`config.mk`:
```
export PLATFORM = sky130hd
export DESIGN_NAME = tmr_timer0
export DESIGN_NICKNAME = d
export VERILOG_FILES = /design/src/hdl/tmr_pkg.sv /design/src/hdl/tmr_sync_edge.sv /design/src/hdl/tmr_timer0.sv
export VERILOG_INCLUDE_DIRS = /design/src /design/src/hdl
export SDC_FILE = /design/constraint.sdc
export NUM_CORES = 1
export LEC_CHECK = 0
export BUFFER_PORTS_ARGS = -buffer_cell sky130_fd_sc_hd__buf_2
export CAP_MARGIN = 10
export CORE_MARGIN = 2
export CORE_UTILIZATION = 48
export DETAILED_ROUTE_END_ITERATION = 8
export GPL_TIMING_DRIVEN = 0
export PLACE_DENSITY_LB_ADDON = 0.1
export SLEW_MARGIN = 20
export SYNTH_ARGS = -nofsm -noshare
export SYNTH_HDL_FRONTEND = slang
export SYNTH_SLANG_ARGS = --single-unit
```
`constraint.sdc`:
```
create_clock -name i_clk_sys -period 1.7 [get_ports i_clk_sys]
set_input_delay 0.34 -clock i_clk_sys [delete_from_list [all_inputs] [get_ports i_clk_sys]]
set_output_delay 0.34 -clock i_clk_sys [all_outputs]
set_load 0.02 [all_outputs]
```
`src/hdl/tmr_params.svh`:
```
// constants for the timer0 block with shared prescaler
`ifndef TMR_PARAMS_SVH
`define TMR_PARAMS_SVH

`define TMR_COUNT_ADDR 8'h01
`define TMR_CFG_RESET 6'h3F
`define TMR_CFG_CS_BIT 5
`define TMR_CFG_SE_BIT 4
`define TMR_CFG_ASSIGN_BIT 3
`define TMR_CFG_PS_MSB 2
`define TMR_CFG_PS_LSB 0
`define TMR_PRESC_RESET 8'h00
`define TMR_COUNT_RESET 8'h00
`define TMR_COUNT_MAX 8'hFF
`define TMR_INHIBIT_CYCLES 2'h2
`define TMR_INHIBIT_ZERO 2'h0
`define TMR_INHIBIT_STEP 2'h1

`endif

```
`src/hdl/tmr_pkg.sv`:
```
// shared types for the timer0 block
package tmr_pkg;
  typedef enum logic [1:0] {TMR_PHASE_ONE, TMR_PHASE_TWO, TMR_PHASE_THREE, TMR_PHASE_FOUR} tmr_phase_e;
  typedef logic [7:0] tmr_byte_t;
endpackage

```
`src/hdl/tmr_sync_edge.sv`:
```
// two-stage pin synchroniser with polarity select and rising-edge detect
`timescale 1ns/1ps
module tmr_sync_edge (
  input wire logic i_clk_sys,
  input wire logic i_rst_n,
  input wire logic i_pin,
  input wire logic i_invert,
  output logic o_level,
  output logic o_rise
);
  logic meta;
  logic stable;
  logic stable_d;
  logic pol_level;

  // polarity applied after the second stage only
  assign pol_level = stable ^ i_invert;
  assign o_level = pol_level;
  // delay kept raw so a polarity change makes no false edge
  assign o_rise = pol_level & ~(stable_d ^ i_invert);

  always_ff @(posedge i_clk_sys or negedge i_rst_n) begin
    if (!i_rst_n) begin
      meta <= 1'b0;
      stable <= 1'b0;
      stable_d <= 1'b0;
    end else begin
      meta <= i_pin;
      stable <= meta;
      stable_d <= stable;
    end
  end
endmodule

```
`src/hdl/tmr_timer0.sv`:
```
// timer0 counter with shared 8-bit prescaler and watchdog routing
//
// How it works
// RL1 - source 0: count instruction cycles, maybe prescaled
// RL2 - count write blocks counting two instruction cycles
// RL3 - source 1: count external input edges
// RL4 - edge select 0 rising, 1 falling
// RL5 - prescaler goes to timer or watchdog only
// RL6 - timer ratios 1:2 up to 1:256
// RL7 - prescaler hidden from software reads and writes
// RL8 - count write clears prescaler when timer owns it
// RL9 - watchdog clear zeroes prescaler when watchdog owns
// RL10 - reset loads prescaler with zeros
// RL11 - count register readable writable at 01h
// RL12 - sample source on phase two and four
// RL13 - external input divided before phase sampling
// RL14 - unprescaled input high and low two periods
// RL15 - prescaled input period four periods over ratio
// RL16 - increment three to seven periods after edge
// RL17 - software sequence for timer to watchdog switch
// RL18 - software sequence for watchdog to timer switch
// RL19 - that switch: watchdog clear then config write
// RL20 - ratio is two to ratio plus one
// RL21 - count wraps from FF to 00
`timescale 1ns/1ps
`include "tmr_params.svh"
module tmr_timer0 (
  input wire logic i_clk_sys,
  input wire logic i_rst_n,
  input wire logic i_count_wr,
  input wire logic [7:0] i_count_addr,
  input wire logic [7:0] i_count_wdata,
  input wire logic i_cfg_wr,
  input wire logic [5:0] i_cfg_wdata,
  input wire logic i_watchdog_clear_instr,
  input wire logic i_watchdog_tick,
  input wire logic i_ext_count_input,
  output logic [7:0] o_timer_count_reg,
  output logic o_watchdog_prescaled_tick,
  output logic o_instr_cycle,
  output logic o_prescaler_assign
);
  tmr_pkg::tmr_phase_e phase;
  tmr_pkg::tmr_phase_e next_phase;
  tmr_pkg::tmr_byte_t timer_count_reg;
  tmr_pkg::tmr_byte_t prescaler;
  logic [5:0] cfg;
  logic [1:0] inhibit_cnt;
  logic presc_out_d;
  logic samp_level;
  logic samp_level_d;
  logic watchdog_tick_q;

  wire count_source_select = cfg[`TMR_CFG_CS_BIT];
  wire source_edge_select = cfg[`TMR_CFG_SE_BIT];
  wire prescaler_assign = cfg[`TMR_CFG_ASSIGN_BIT];
  wire [2:0] prescale_ratio_bits = cfg[`TMR_CFG_PS_MSB:`TMR_CFG_PS_LSB];
  wire ext_level;
  wire ext_rise;

  // RL4 edge select
  tmr_sync_edge u_sync (
    .i_clk_sys(i_clk_sys),
    .i_rst_n(i_rst_n),
    .i_pin(i_ext_count_input),
    .i_invert(source_edge_select),
    .o_level(ext_level),
    .o_rise(ext_rise)
  );

  always_comb begin
    case (phase)
      tmr_pkg::TMR_PHASE_ONE: next_phase = tmr_pkg::TMR_PHASE_TWO;
      tmr_pkg::TMR_PHASE_TWO: next_phase = tmr_pkg::TMR_PHASE_THREE;
      tmr_pkg::TMR_PHASE_THREE: next_phase = tmr_pkg::TMR_PHASE_FOUR;
      tmr_pkg::TMR_PHASE_FOUR: next_phase = tmr_pkg::TMR_PHASE_ONE;
      default: next_phase = tmr_pkg::TMR_PHASE_ONE;
    endcase
  end

  wire instr_end = (phase == tmr_pkg::TMR_PHASE_FOUR);
  wire phase_sample = (phase == tmr_pkg::TMR_PHASE_TWO) || (phase == tmr_pkg::TMR_PHASE_FOUR);
  wire count_hit = i_count_wr && (i_count_addr == `TMR_COUNT_ADDR);
  wire timer_owns = ~prescaler_assign;

  // RL3 source mux
  wire src_event = count_source_select ? ext_rise : instr_end;
  // RL5 RL13 prescaler input routing
  // divider counts synchronised edges, so no ripple stage is needed
  wire presc_event = timer_owns ? src_event : i_watchdog_tick;
  // RL8 RL9 prescaler clears
  wire presc_clear = (count_hit && timer_owns) ||
                     (i_watchdog_clear_instr && prescaler_assign);
  // RL6 RL20 bit n toggles every 2^n events: ratio 2^(n+1), symmetric
  wire presc_out = prescaler[prescale_ratio_bits];
  wire presc_rise = presc_out & ~presc_out_d;

  // RL12 RL16 raw level sampled on phase two and four
  // raw level kept so reset or an edge-select change makes no false count
  wire samp_invert = timer_owns ? 1'b0 : source_edge_select;
  wire samp_source = timer_owns ? presc_out : (ext_level ^ source_edge_select);
  wire samp_rise = (samp_level ^ samp_invert) & ~(samp_level_d ^ samp_invert);

  // RL1 RL3 increment source select
  // internal prescaled clock needs no phase sampling, it is already synchronous
  wire inc_event = count_source_select ? samp_rise :
                   (timer_owns ? presc_rise : instr_end);
  // RL2 increment gate
  wire inc = inc_event && (inhibit_cnt == `TMR_INHIBIT_ZERO) && !count_hit;

  always_ff @(posedge i_clk_sys or negedge i_rst_n) begin
    if (!i_rst_n) begin
      phase <= tmr_pkg::TMR_PHASE_ONE;
    end else begin
      phase <= next_phase;
    end
  end

  always_ff @(posedge i_clk_sys or negedge i_rst_n) begin
    if (!i_rst_n) begin
      cfg <= `TMR_CFG_RESET;
    end else if (i_cfg_wr) begin
      cfg <= i_cfg_wdata;
    end
  end

  // RL7 RL10 prescaler only cleared or counted, never loaded
  always_ff @(posedge i_clk_sys or negedge i_rst_n) begin
    if (!i_rst_n) begin
      prescaler <= `TMR_PRESC_RESET;
    end else if (presc_clear) begin
      prescaler <= `TMR_PRESC_RESET;
    end else if (presc_event) begin
      prescaler <= prescaler + 8'h01;
    end
  end

  always_ff @(posedge i_clk_sys or negedge i_rst_n) begin
    if (!i_rst_n) begin
      presc_out_d <= 1'b0;
      samp_level <= 1'b0;
      samp_level_d <= 1'b0;
      watchdog_tick_q <= 1'b0;
    end else begin
      presc_out_d <= presc_out;
      samp_level_d <= samp_level;
      if (phase_sample) begin
        samp_level <= samp_source;
      end
      // RL5 watchdog sees ticks only while it owns the prescaler
      watchdog_tick_q <= prescaler_assign & presc_rise;
    end
  end

  // RL2 two instruction cycle hold-off
  always_ff @(posedge i_clk_sys or negedge i_rst_n) begin
    if (!i_rst_n) begin
      inhibit_cnt <= `TMR_INHIBIT_ZERO;
    end else if (count_hit) begin
      inhibit_cnt <= `TMR_INHIBIT_CYCLES;
    end else if (instr_end && inhibit_cnt != `TMR_INHIBIT_ZERO) begin
      inhibit_cnt <= inhibit_cnt - `TMR_INHIBIT_STEP;
    end
  end

  // RL11 RL21 count register, write beats increment
  always_ff @(posedge i_clk_sys or negedge i_rst_n) begin
    if (!i_rst_n) begin
      timer_count_reg <= `TMR_COUNT_RESET;
    end else if (count_hit) begin
      timer_count_reg <= i_count_wdata;
    end else if (inc) begin
      timer_count_reg <= timer_count_reg + 8'h01;
    end
  end

  assign o_timer_count_reg = timer_count_reg;
  assign o_watchdog_prescaled_tick = watchdog_tick_q;
  assign o_instr_cycle = instr_end;
  assign o_prescaler_assign = prescaler_assign;
endmodule

```
# Word level (Yosys, flattened, before mapping)
# Cells that the tools add are included.
[op_classes]
addsub = 3
n_lt_le_gt_ge = 1
n_eq_ne = 4
n_mux = 15
bitwise = 13
reduce_logical = 15
[ops]
columns = ["op", "n"]
rows = [
  ["two-way mux 8 bit", 4],
  ["adder 8 x 1 -> 8 bit, second input constant", 2],
  ["== test 8 x 1 -> 1 bit, second input constant", 1],
  ["one-hot mux 2 bit (4 select lines)", 1],
  ["nonzero test 2 bit", 4],
  ["two-way mux 1 bit", 7],
  ["logical AND 1 bit", 6],
  ["XOR 1 bit", 5],
  ["bitwise AND 1 bit", 4],
  ["== test 2 bit, second input constant", 2],
  ["logical NOT 2 bit", 2],
  ["less-than comparator 3 x 4 -> 1 bit, second input constant", 1],
  ["two-way mux 2 bit", 2],
  ["inverter 1 bit", 4],
  ["binary-select mux 1 bit (select 3 bit)", 1],
  ["== test 2 x 1 -> 1 bit, second input constant", 1],
  ["logical OR 1 bit", 2],
  ["subtractor 2 x 1 -> 2 bit, second input constant", 1],
  ["logical NOT 1 bit", 1],
]
[totals]
regBits = 33
in_bits = 29
out_inout_bits = 11

# Depth between registers and ports, before layout
# Gate-level depths: netlist of the first run.
[logic_depth]
word_depth = 9
ltp_mapped = 8

# By module
# A second synthesis of the first run with hierarchy kept.
[hier_totals]
hier_cells = 167
area_unflattened_um2 = 1706.6
[modules_own_cells]
columns = ["mod", "instances", "cells_each", "area_per_inst_um2"]
rows = [
  ["tmr_timer0", 1, 160, 1600.3],
  ["tmr_sync_edge", 1, 7, 106.4],
]

# Least setup slack after synthesis of the first run
# OpenSTA, ideal clock, no wires.
[synth_path]
kind = "register to register"
from = "register cfg[3]"
to = "register timer_count_reg[5], in the netlist o_timer_count_reg[5]"
arrival_time_ps = 1677
setup_slack_ps = -110
path_stages_with_launch = 7
path_cell_list = "dfstp_2 clkbuf_1 a21oi_1 or2_2 clkbuf_1 o2111ai_1 nand4_1"
[synth_via]
elab_chain_cells = 8
elab_cells_between_ends = 10
[synth_lines]
columns = ["item", "line_no", "text"]
rows = [
  ["from (decl)", "tmr_timer0.sv:47", "logic [5:0] cfg;"],
  ["from (signal assigned)", "tmr_timer0.sv:121", "cfg <= `TMR_CFG_RESET;"],
  ["from (signal assigned)", "tmr_timer0.sv:123", "cfg <= i_cfg_wdata;"],
  ["two-way mux 1 bit", "tmr_timer0.sv:100", "wire samp_invert = timer_owns ? 1'b0 : source_edge_select;"],
  ["XOR 1 bit", "tmr_timer0.sv:102", "wire samp_rise = (samp_level ^ samp_invert) & ~(samp_level_d ^ samp_invert);"],
  ["inverter 1 bit", "tmr_timer0.sv:102", ""],
  ["bitwise AND 1 bit", "tmr_timer0.sv:102", ""],
  ["two-way mux 1 bit *", "tmr_timer0.sv:106", "wire inc_event = count_source_select ? samp_rise :"],
  ["logical AND 1 bit * (2 in series)", "tmr_timer0.sv:109", "wire inc = inc_event && (inhibit_cnt == `TMR_INHIBIT_ZERO) && !count_hit;"],
  ["nonzero test 2 bit (no source line) *", "--", ""],
  ["to (signal assigned)", "tmr_timer0.sv:169", "timer_count_reg <= `TMR_COUNT_RESET;"],
  ["to (signal assigned)", "tmr_timer0.sv:171", "timer_count_reg <= i_count_wdata;"],
  ["to (signal assigned)", "tmr_timer0.sv:173", "timer_count_reg <= timer_count_reg + 8'h01;"],
  ["to (decl)", "tmr_timer0.sv:45", "tmr_pkg::tmr_byte_t timer_count_reg;"],
]
# Every way passes the cells marked *; elsewhere a longest branch is shown, timed or not.
# A chain may end at the register's enable or synchronous reset.

# Final worst setup path of the first run
[layout_path]
from = "register cfg[0]"
to = "register timer_count_reg[2], in the netlist o_timer_count_reg[2]"
[layout_via]
elab_chain_cells = 8
[layout_lines]
columns = ["item", "line_no", "text"]
rows = [
  ["binary-select mux 1 bit (select 3 bit)", "tmr_timer0.sv:95", "wire presc_out = prescaler[prescale_ratio_bits];"],
  ["two-way mux 1 bit (implied by the code)", "tmr_timer0.sv:95", ""],
  ["bitwise AND 1 bit", "tmr_timer0.sv:96", "wire presc_rise = presc_out & ~presc_out_d;"],
  ["two-way mux 1 bit", "tmr_timer0.sv:107", "(timer_owns ? presc_rise : instr_end);"],
  ["two-way mux 1 bit", "tmr_timer0.sv:106", ""],
  ["logical AND 1 bit (2 in series)", "tmr_timer0.sv:109", ""],
  ["nonzero test 2 bit (no source line)", "--", ""],
]
# Every way passes these cells. The select of a mux whose other input is x is not followed.

==> impl_metrics.tcl, run 1 <==
set metrics [dict create \
    first_global_vias 1548 \
    vias 1599 \
    finalClockSkew_ns 0.00397 \
    irDropWorstVdd_uv 594 \
    synth_most_common_cell "dfrtp_1" \
    rows 22 \
    ctsHoldBuffers 0 \
    grt_overflow 0 \
    drive_gt1_share_pct 37.2 \
    cts.sinks 33 \
    die_h_um 65.6 \
    final_antenna_net_count 0 \
    diodes 0 \
    ys.warnings.count 0 \
    setup_viol 9 \
    fmax_ghz 0.540 \
    pre_cts_ws_ns -0.377 \
    worst_pin_slew_ns 0.733 \
    cts_buffer_depth 2 \
    final_util_pct 63.2 \
    htreeDepth 2 \
    fin_ws_ns -0.152 \
    violations "negative setup slack" \
    ys_ff_latch 33 \
    reg2reg_from "cfg[0]" \
    drt_iter0_markers 108 \
    ys_async_sr_fraction_pct 100 \
    drc 0 \
    die-area_um2 4300 \
    whs_ns 0.102 \
    status "finished, violations left" \
    power.density_nw_per_um2 1090 \
    area_growth_pct 27.2 \
    wire_per_inst_um 15.0 \
    cellLeakagePower_nw 1.02 \
    finalHoldViolCount 0 \
    path_depth 5 \
    max_cap_viol_count 0 \
    core-area_um2 3660 \
    hold_class "primary input to async pin" \
    synth_top_family_by_area "simple AND/OR/NAND/NOR gates" \
    synth_flop_cell "dfrtp_1" \
    cp_slowest_cell "dfstp_2" \
    root_buffer "clkbuf_8" \
    grt_first_pass_wirelength_um 6930 \
    muxShareOfSynthArea_pct 6.60 \
    numCtsBuffers 5 \
    arrival_ns 2.02 \
    drt_first_pass_iters 4 \
    power_mw 2.53 \
    crit_buf_inv 0 \
    cp_max_fo 8 \
    dieWidth_um 65.6 \
    vias_per_cell 5.73 \
    ys_seq_area_share_pct 45.8 \
    worstPathRequired_ns 1.87 \
    rsz0062_at_grt "true" \
    io-pin-count 40 \
    synthTopCellsByArea "dfrtp_1 37%, dfstp_2 8.7%, mux2_2 5.0%" \
    final_area_um2 2310 \
    synth_edf_count 0 \
    cts_tree "done" \
    ys_top_cells_by_count "27 x dfrtp_1, 18 x nor2_1, 14 x nand2_1" \
    finalWeightedCongestion 0.809 \
    start_util_pct 49.7 \
    fin_crit_sh_pct 109 \
    io_buffer_count 38 \
    yosys.area.top_type "dfrtp_1" \
    yosys.cell_types.count 44 \
    path_class "flop to flop" \
    critPathTopFamily "flip-flops" \
    synth_top_area_share_pct 37.1 \
    grt_antenna_before_repair 0 \
    yosys.area_share.simple_pct 22.8 \
    synth-compound-area-share_pct 13.1 \
    critPathLaunch "cfg[0]" \
    track_usage_pct 21.7 \
    nets 266 \
    cp-end-kind "flop" \
    clk_pin_slew_ns 0.07 \
    ff2ff_path_depth 5 \
    dp_hpwl_um 2970 \
    clk_latency_ns 0.29 \
    synthCells 184 \
    syn_nets 220 \
    synth_area_um2 1820 \
    startpoint_type "flop" \
    synth_xor_area_share_pct 3.85 \
    path_cells "mux2i_1, a22o_1, or3_4, o2111ai_2, nand3_1" \
    period_minus_slack_ns 1.85 \
    relSlewSlack_pct 51.1 \
    totalWireLength_um 4190 \
    synthAdderAreaFrac_pct 4.81 \
    placed_cell_area_um2 2090 \
    slowest_delay_ns 0.62 \
    syn_area_per_cell_um2 9.89 \
    finalMaxSlewViolations 0 \
    grt_max_degree 34 \
]
-- worst paths after layout --
check / to / slack (ns)
setup reg to reg: o_timer_count_reg[2] / -0.15
hold / removal: prescaler[6] / 0.10
min in group i_clk_sys: u_sync.meta / 0.16
setup / recovery: o_timer_count_reg[2] / -0.15
max in group asynchronous: inhibit_cnt[1] / 1.13
hold reg to reg: u_sync.stable / 0.37
-- per-layer routing --
metal	vias up	GRT usage, %	share of wire (%)
met5	-	0	0
met4	0	10.9	2.0
met3	7	4.62	6.7
met2	59	35.5	49
met1	769	27.1	42
li1	764	-	-
-- through the flow --
stage	TNS, ns	instances
after detailed placement	-4.03	270
final	-0.852	279
after global routing	-1.53	279
after global placement	-2.38	270
after floorplan	-0.0108	184
after CTS	-1.01	277
-- power by group --
part | total (mW) | internal (mW) | switching, mW
sequential | 1.10 | 0.934 | 0.168
clock | 0.670 | 0.366 | 0.304
combinational | 0.754 | 0.336 | 0.419
total | 2.53 | 1.64 | 0.891
-- layout by cell type, fill, tap and decap left out, types with 2 or more instances in the layout --
master and n:
a21oi_1 3, o21ai_1 2, xor2_1 7, nand4_1 8, nor2_1 17, buf_4 4
and3_1 3, mux2_2 7, o2111ai_2 5, clkbuf_8 7, nand3_1 11, nor2b_1 2
buf_2 38, dfrtp_1 27, ha_1 6, dfstp_2 6, nand2_1 14, o211ai_1 7
inv_1 6, nand4b_1 2, nor4_1 2, mux2i_1 3, or2_2 2, nor3_1 3
o21ai_0 3, clkbuf_1 3, nand2b_1 4
-- cells by family after synthesis --
family / Yosys count
AND/OR/NAND/NOR: 79
flip-flops: 33
AO/OA/AOI/OAI: 32
buffers and inverters: 14
multiplexers: 11
XOR/XNOR: 8
adder cells (fa/ha/maj): 7
-- repair_timing --
item / in CTS / in global routing
gates resized for setup: 11 / 14
setup endpoints to repair: 17 / 18
setup buffers: 0 / 4
pin swaps: 12 / 16
-- worst reg2reg max path, cell delays in order, from the launching register on --
cell,delay [ns]
dfstp_2,0.62
mux2i_1,0.12
a22o_1,0.30
or3_4,0.41
o2111ai_2,0.19
nand3_1,0.09
-- layout make-up --
type / instances / area, µm²
buffer: 5 / 23.8
clock buffer: 7 / 96.3
clock inverter: 1 / 5.00
fill: 312 / 1350
inverter: 6 / 22.5
multi-input combinational: 137 / 1050
sequential: 33 / 833
tap: 48 / 60.1
timing repair buffer: 42 / 220
Note: power is estimated with default switching activity, not from simulation.
==> run 2: changes to the inputs <==
Settings changed: SKIP_LAST_GASP from default to 1.
==> run 2 against run 1 <==
  * The run still ends with negative setup slack left
  * Combinational power down 0.7%
  * Critical path depth unchanged
  * Flip-flop and latch count unchanged
  * Worst setup slack better by 0.0039 ns
  * Total power down 0.29%
  * Sequential share of layout area up 0.18 points
  * Sequential power about the same
  * First-iteration DRC count down 8.3%
  * Clock skew up 0.0011 ns
  * Via count down 0.88%
  * Highest routed layer unchanged
==> impl_metrics.tcl, run 2 (same netlist as run 1, synthesis figures left out) <==
set metrics [dict create \
    critPathLaunch "cfg[0]" \
    finalWeightedCongestion 0.809 \
    start_util_pct 49.7 \
    grt_antenna_before_repair 0 \
    drive_gt1_share_pct 37.2 \
    first_global_vias 1548 \
    drt_iter0_markers 99 \
    cp_max_fo 8 \
    track_usage_pct 21.7 \
    cellLeakagePower_nw 1.03 \
    setup-tns-final_ns -0.817 \
    finalClockSkew_ns 0.00503 \
    violations "negative setup slack" \
    period_minus_slack_ns 1.85 \
    drt_first_pass_iters 4 \
    clk_pin_slew_ns 0.07 \
    area_growth_pct 26.5 \
    die_h_um 65.6 \
    totalWireLength_um 4170 \
    die-area_um2 4300 \
    cts_tree "done" \
    setup_viol 9 \
    swShare_pct 35.2 \
    cts.sinks 33 \
    wire_per_inst_um 14.9 \
    rsz0062_at_grt "true" \
    grt_first_pass_wirelength_um 6930 \
    finalMaxSlewViolations 0 \
    max_cap_viol_count 0 \
    worstPathRequired_ns 1.87 \
    p_seq_share_pct 43.7 \
    relSlewSlack_pct 51.7 \
    num-fill-cells 313 \
    core-area_um2 3660 \
    power.density_nw_per_um2 1090 \
    dp_hpwl_um 2970 \
    vias_per_cell 5.68 \
    internal_power_mw 1.63 \
    p_comb_share_pct 29.7 \
    finalHoldViolCount 0 \
    grt_max_degree 34 \
    vias 1585 \
    root_buffer "clkbuf_8" \
    clk_latency_ns 0.29 \
    dieWidth_um 65.6 \
    status "finished, violations left" \
    io_buffer_count 38 \
    fin_crit_sh_pct 109 \
    cp-end-kind "flop" \
    clkPwrFrac_pct 26.6 \
    arrival_ns 2.02 \
    worst_pin_slew_ns 0.724 \
    path_class "flop to flop" \
    drc 0 \
    nets 266 \
    grt_overflow 0 \
    hold_class "primary input to async pin" \
    irDropWorstVdd_uv 593 \
    diodes 0 \
    fmax_ghz 0.541 \
    io-pin-count 40 \
    final_antenna_net_count 0 \
    rows 22 \
    startpoint_type "flop" \
    final_cell_mix "38 x buf_2, 27 x dfrtp_1, 17 x nor2_1" \
    reg2reg_from "cfg[0]" \
    htreeDepth 2 \
    layout_commonest_cell "buf_2" \
    net-switching-power_mw 0.886 \
    cts_buffer_depth 2 \
    numCtsBuffers 5 \
    fin_ws_ns -0.148 \
    whs_ns 0.0958 \
]
## run 2: power groups by stage
stage | registers [mW] | logic (mW) | clock network [mW]
floorplan | 1.12 | 0.463 | 0
global placement | 1.09 | 0.683 | 0
detailed placement | 1.10 | 0.715 | 0
CTS | 1.09 | 0.746 | 0.677
global route | 1.13 | 0.838 | 0.714
finish | 1.10 | 0.749 | 0.669
## run 2: final cells by class
class                           instances  area (µm²)  share of cell area (%)
Tap cell                               48        60.1                    2.61
Multi-Input combinational cell        137        1040                    45.2
Clock buffer                            7        96.3                    4.18
Clock inverter                          1        5.00                   0.217
Sequential cell                        33         833                    36.2
Buffer                                  5        23.8                    1.03
Timing Repair Buffer                   42         220                    9.57
Inverter                                6        22.5                   0.978
## run 2: timing repair
item,in CTS,in global routing
pin swaps,12,16
resized for setup,11,12
setup buffers,0,4
hold buffers,0,0
endpoints found under the hold margin,0,0
setup endpoints to repair,17,18
## run 2: per-layer routing
| metal | routed length (µm) | global-route usage (%) | vias to the layer above | part of all wire [%] |
|---|---|---|---|---|
| met5 | 0 | 0 | - | 0 |
| met3 | 263 | 4.62 | 7 | 6.3 |
| li1 | - | - | 761 | - |
| met1 | 1800 | 27.1 | 767 | 43 |
| met2 | 2020 | 35.5 | 50 | 49 |
| met4 | 85 | 10.9 | 0 | 2.0 |
## run 2: final timing paths
path | slack [ns] | depth (start not counted) | endpoint
max reg2reg | -0.15 | 5 | o_timer_count_reg[2]
max in group asynchronous | 1.13 | 1 | inhibit_cnt[1]
min | 0.1 | 1 | prescaler[6]
max | -0.15 | 5 | o_timer_count_reg[2]
min reg2reg | 0.37 | 0 | u_sync.stable
min in group i_clk_sys | 0.16 | 1 | u_sync.meta
## run 2: per-stage QoR
step                      power (mW)  utilization [%]  worst slack, ns  instances  cell area [µm²]
after floorplan                 1.58                -          -0.0108        184             1840
after global placement          1.77             57.1           -0.288        270             2090
after detailed placement        1.81             57.1           -0.377        270             2090
after CTS                       2.51             61.0           -0.166        277             2230
after global routing            2.68             62.9           -0.231        279             2300
final                           2.52             62.9           -0.148        279             2300
## run 2: critical path, cell delays in order (launching register included)
cell       delay (ns)
dfstp_2          0.62
mux2i_1          0.12
a22o_1           0.30
or3_4            0.41
o2111ai_2        0.19
nand3_1          0.09
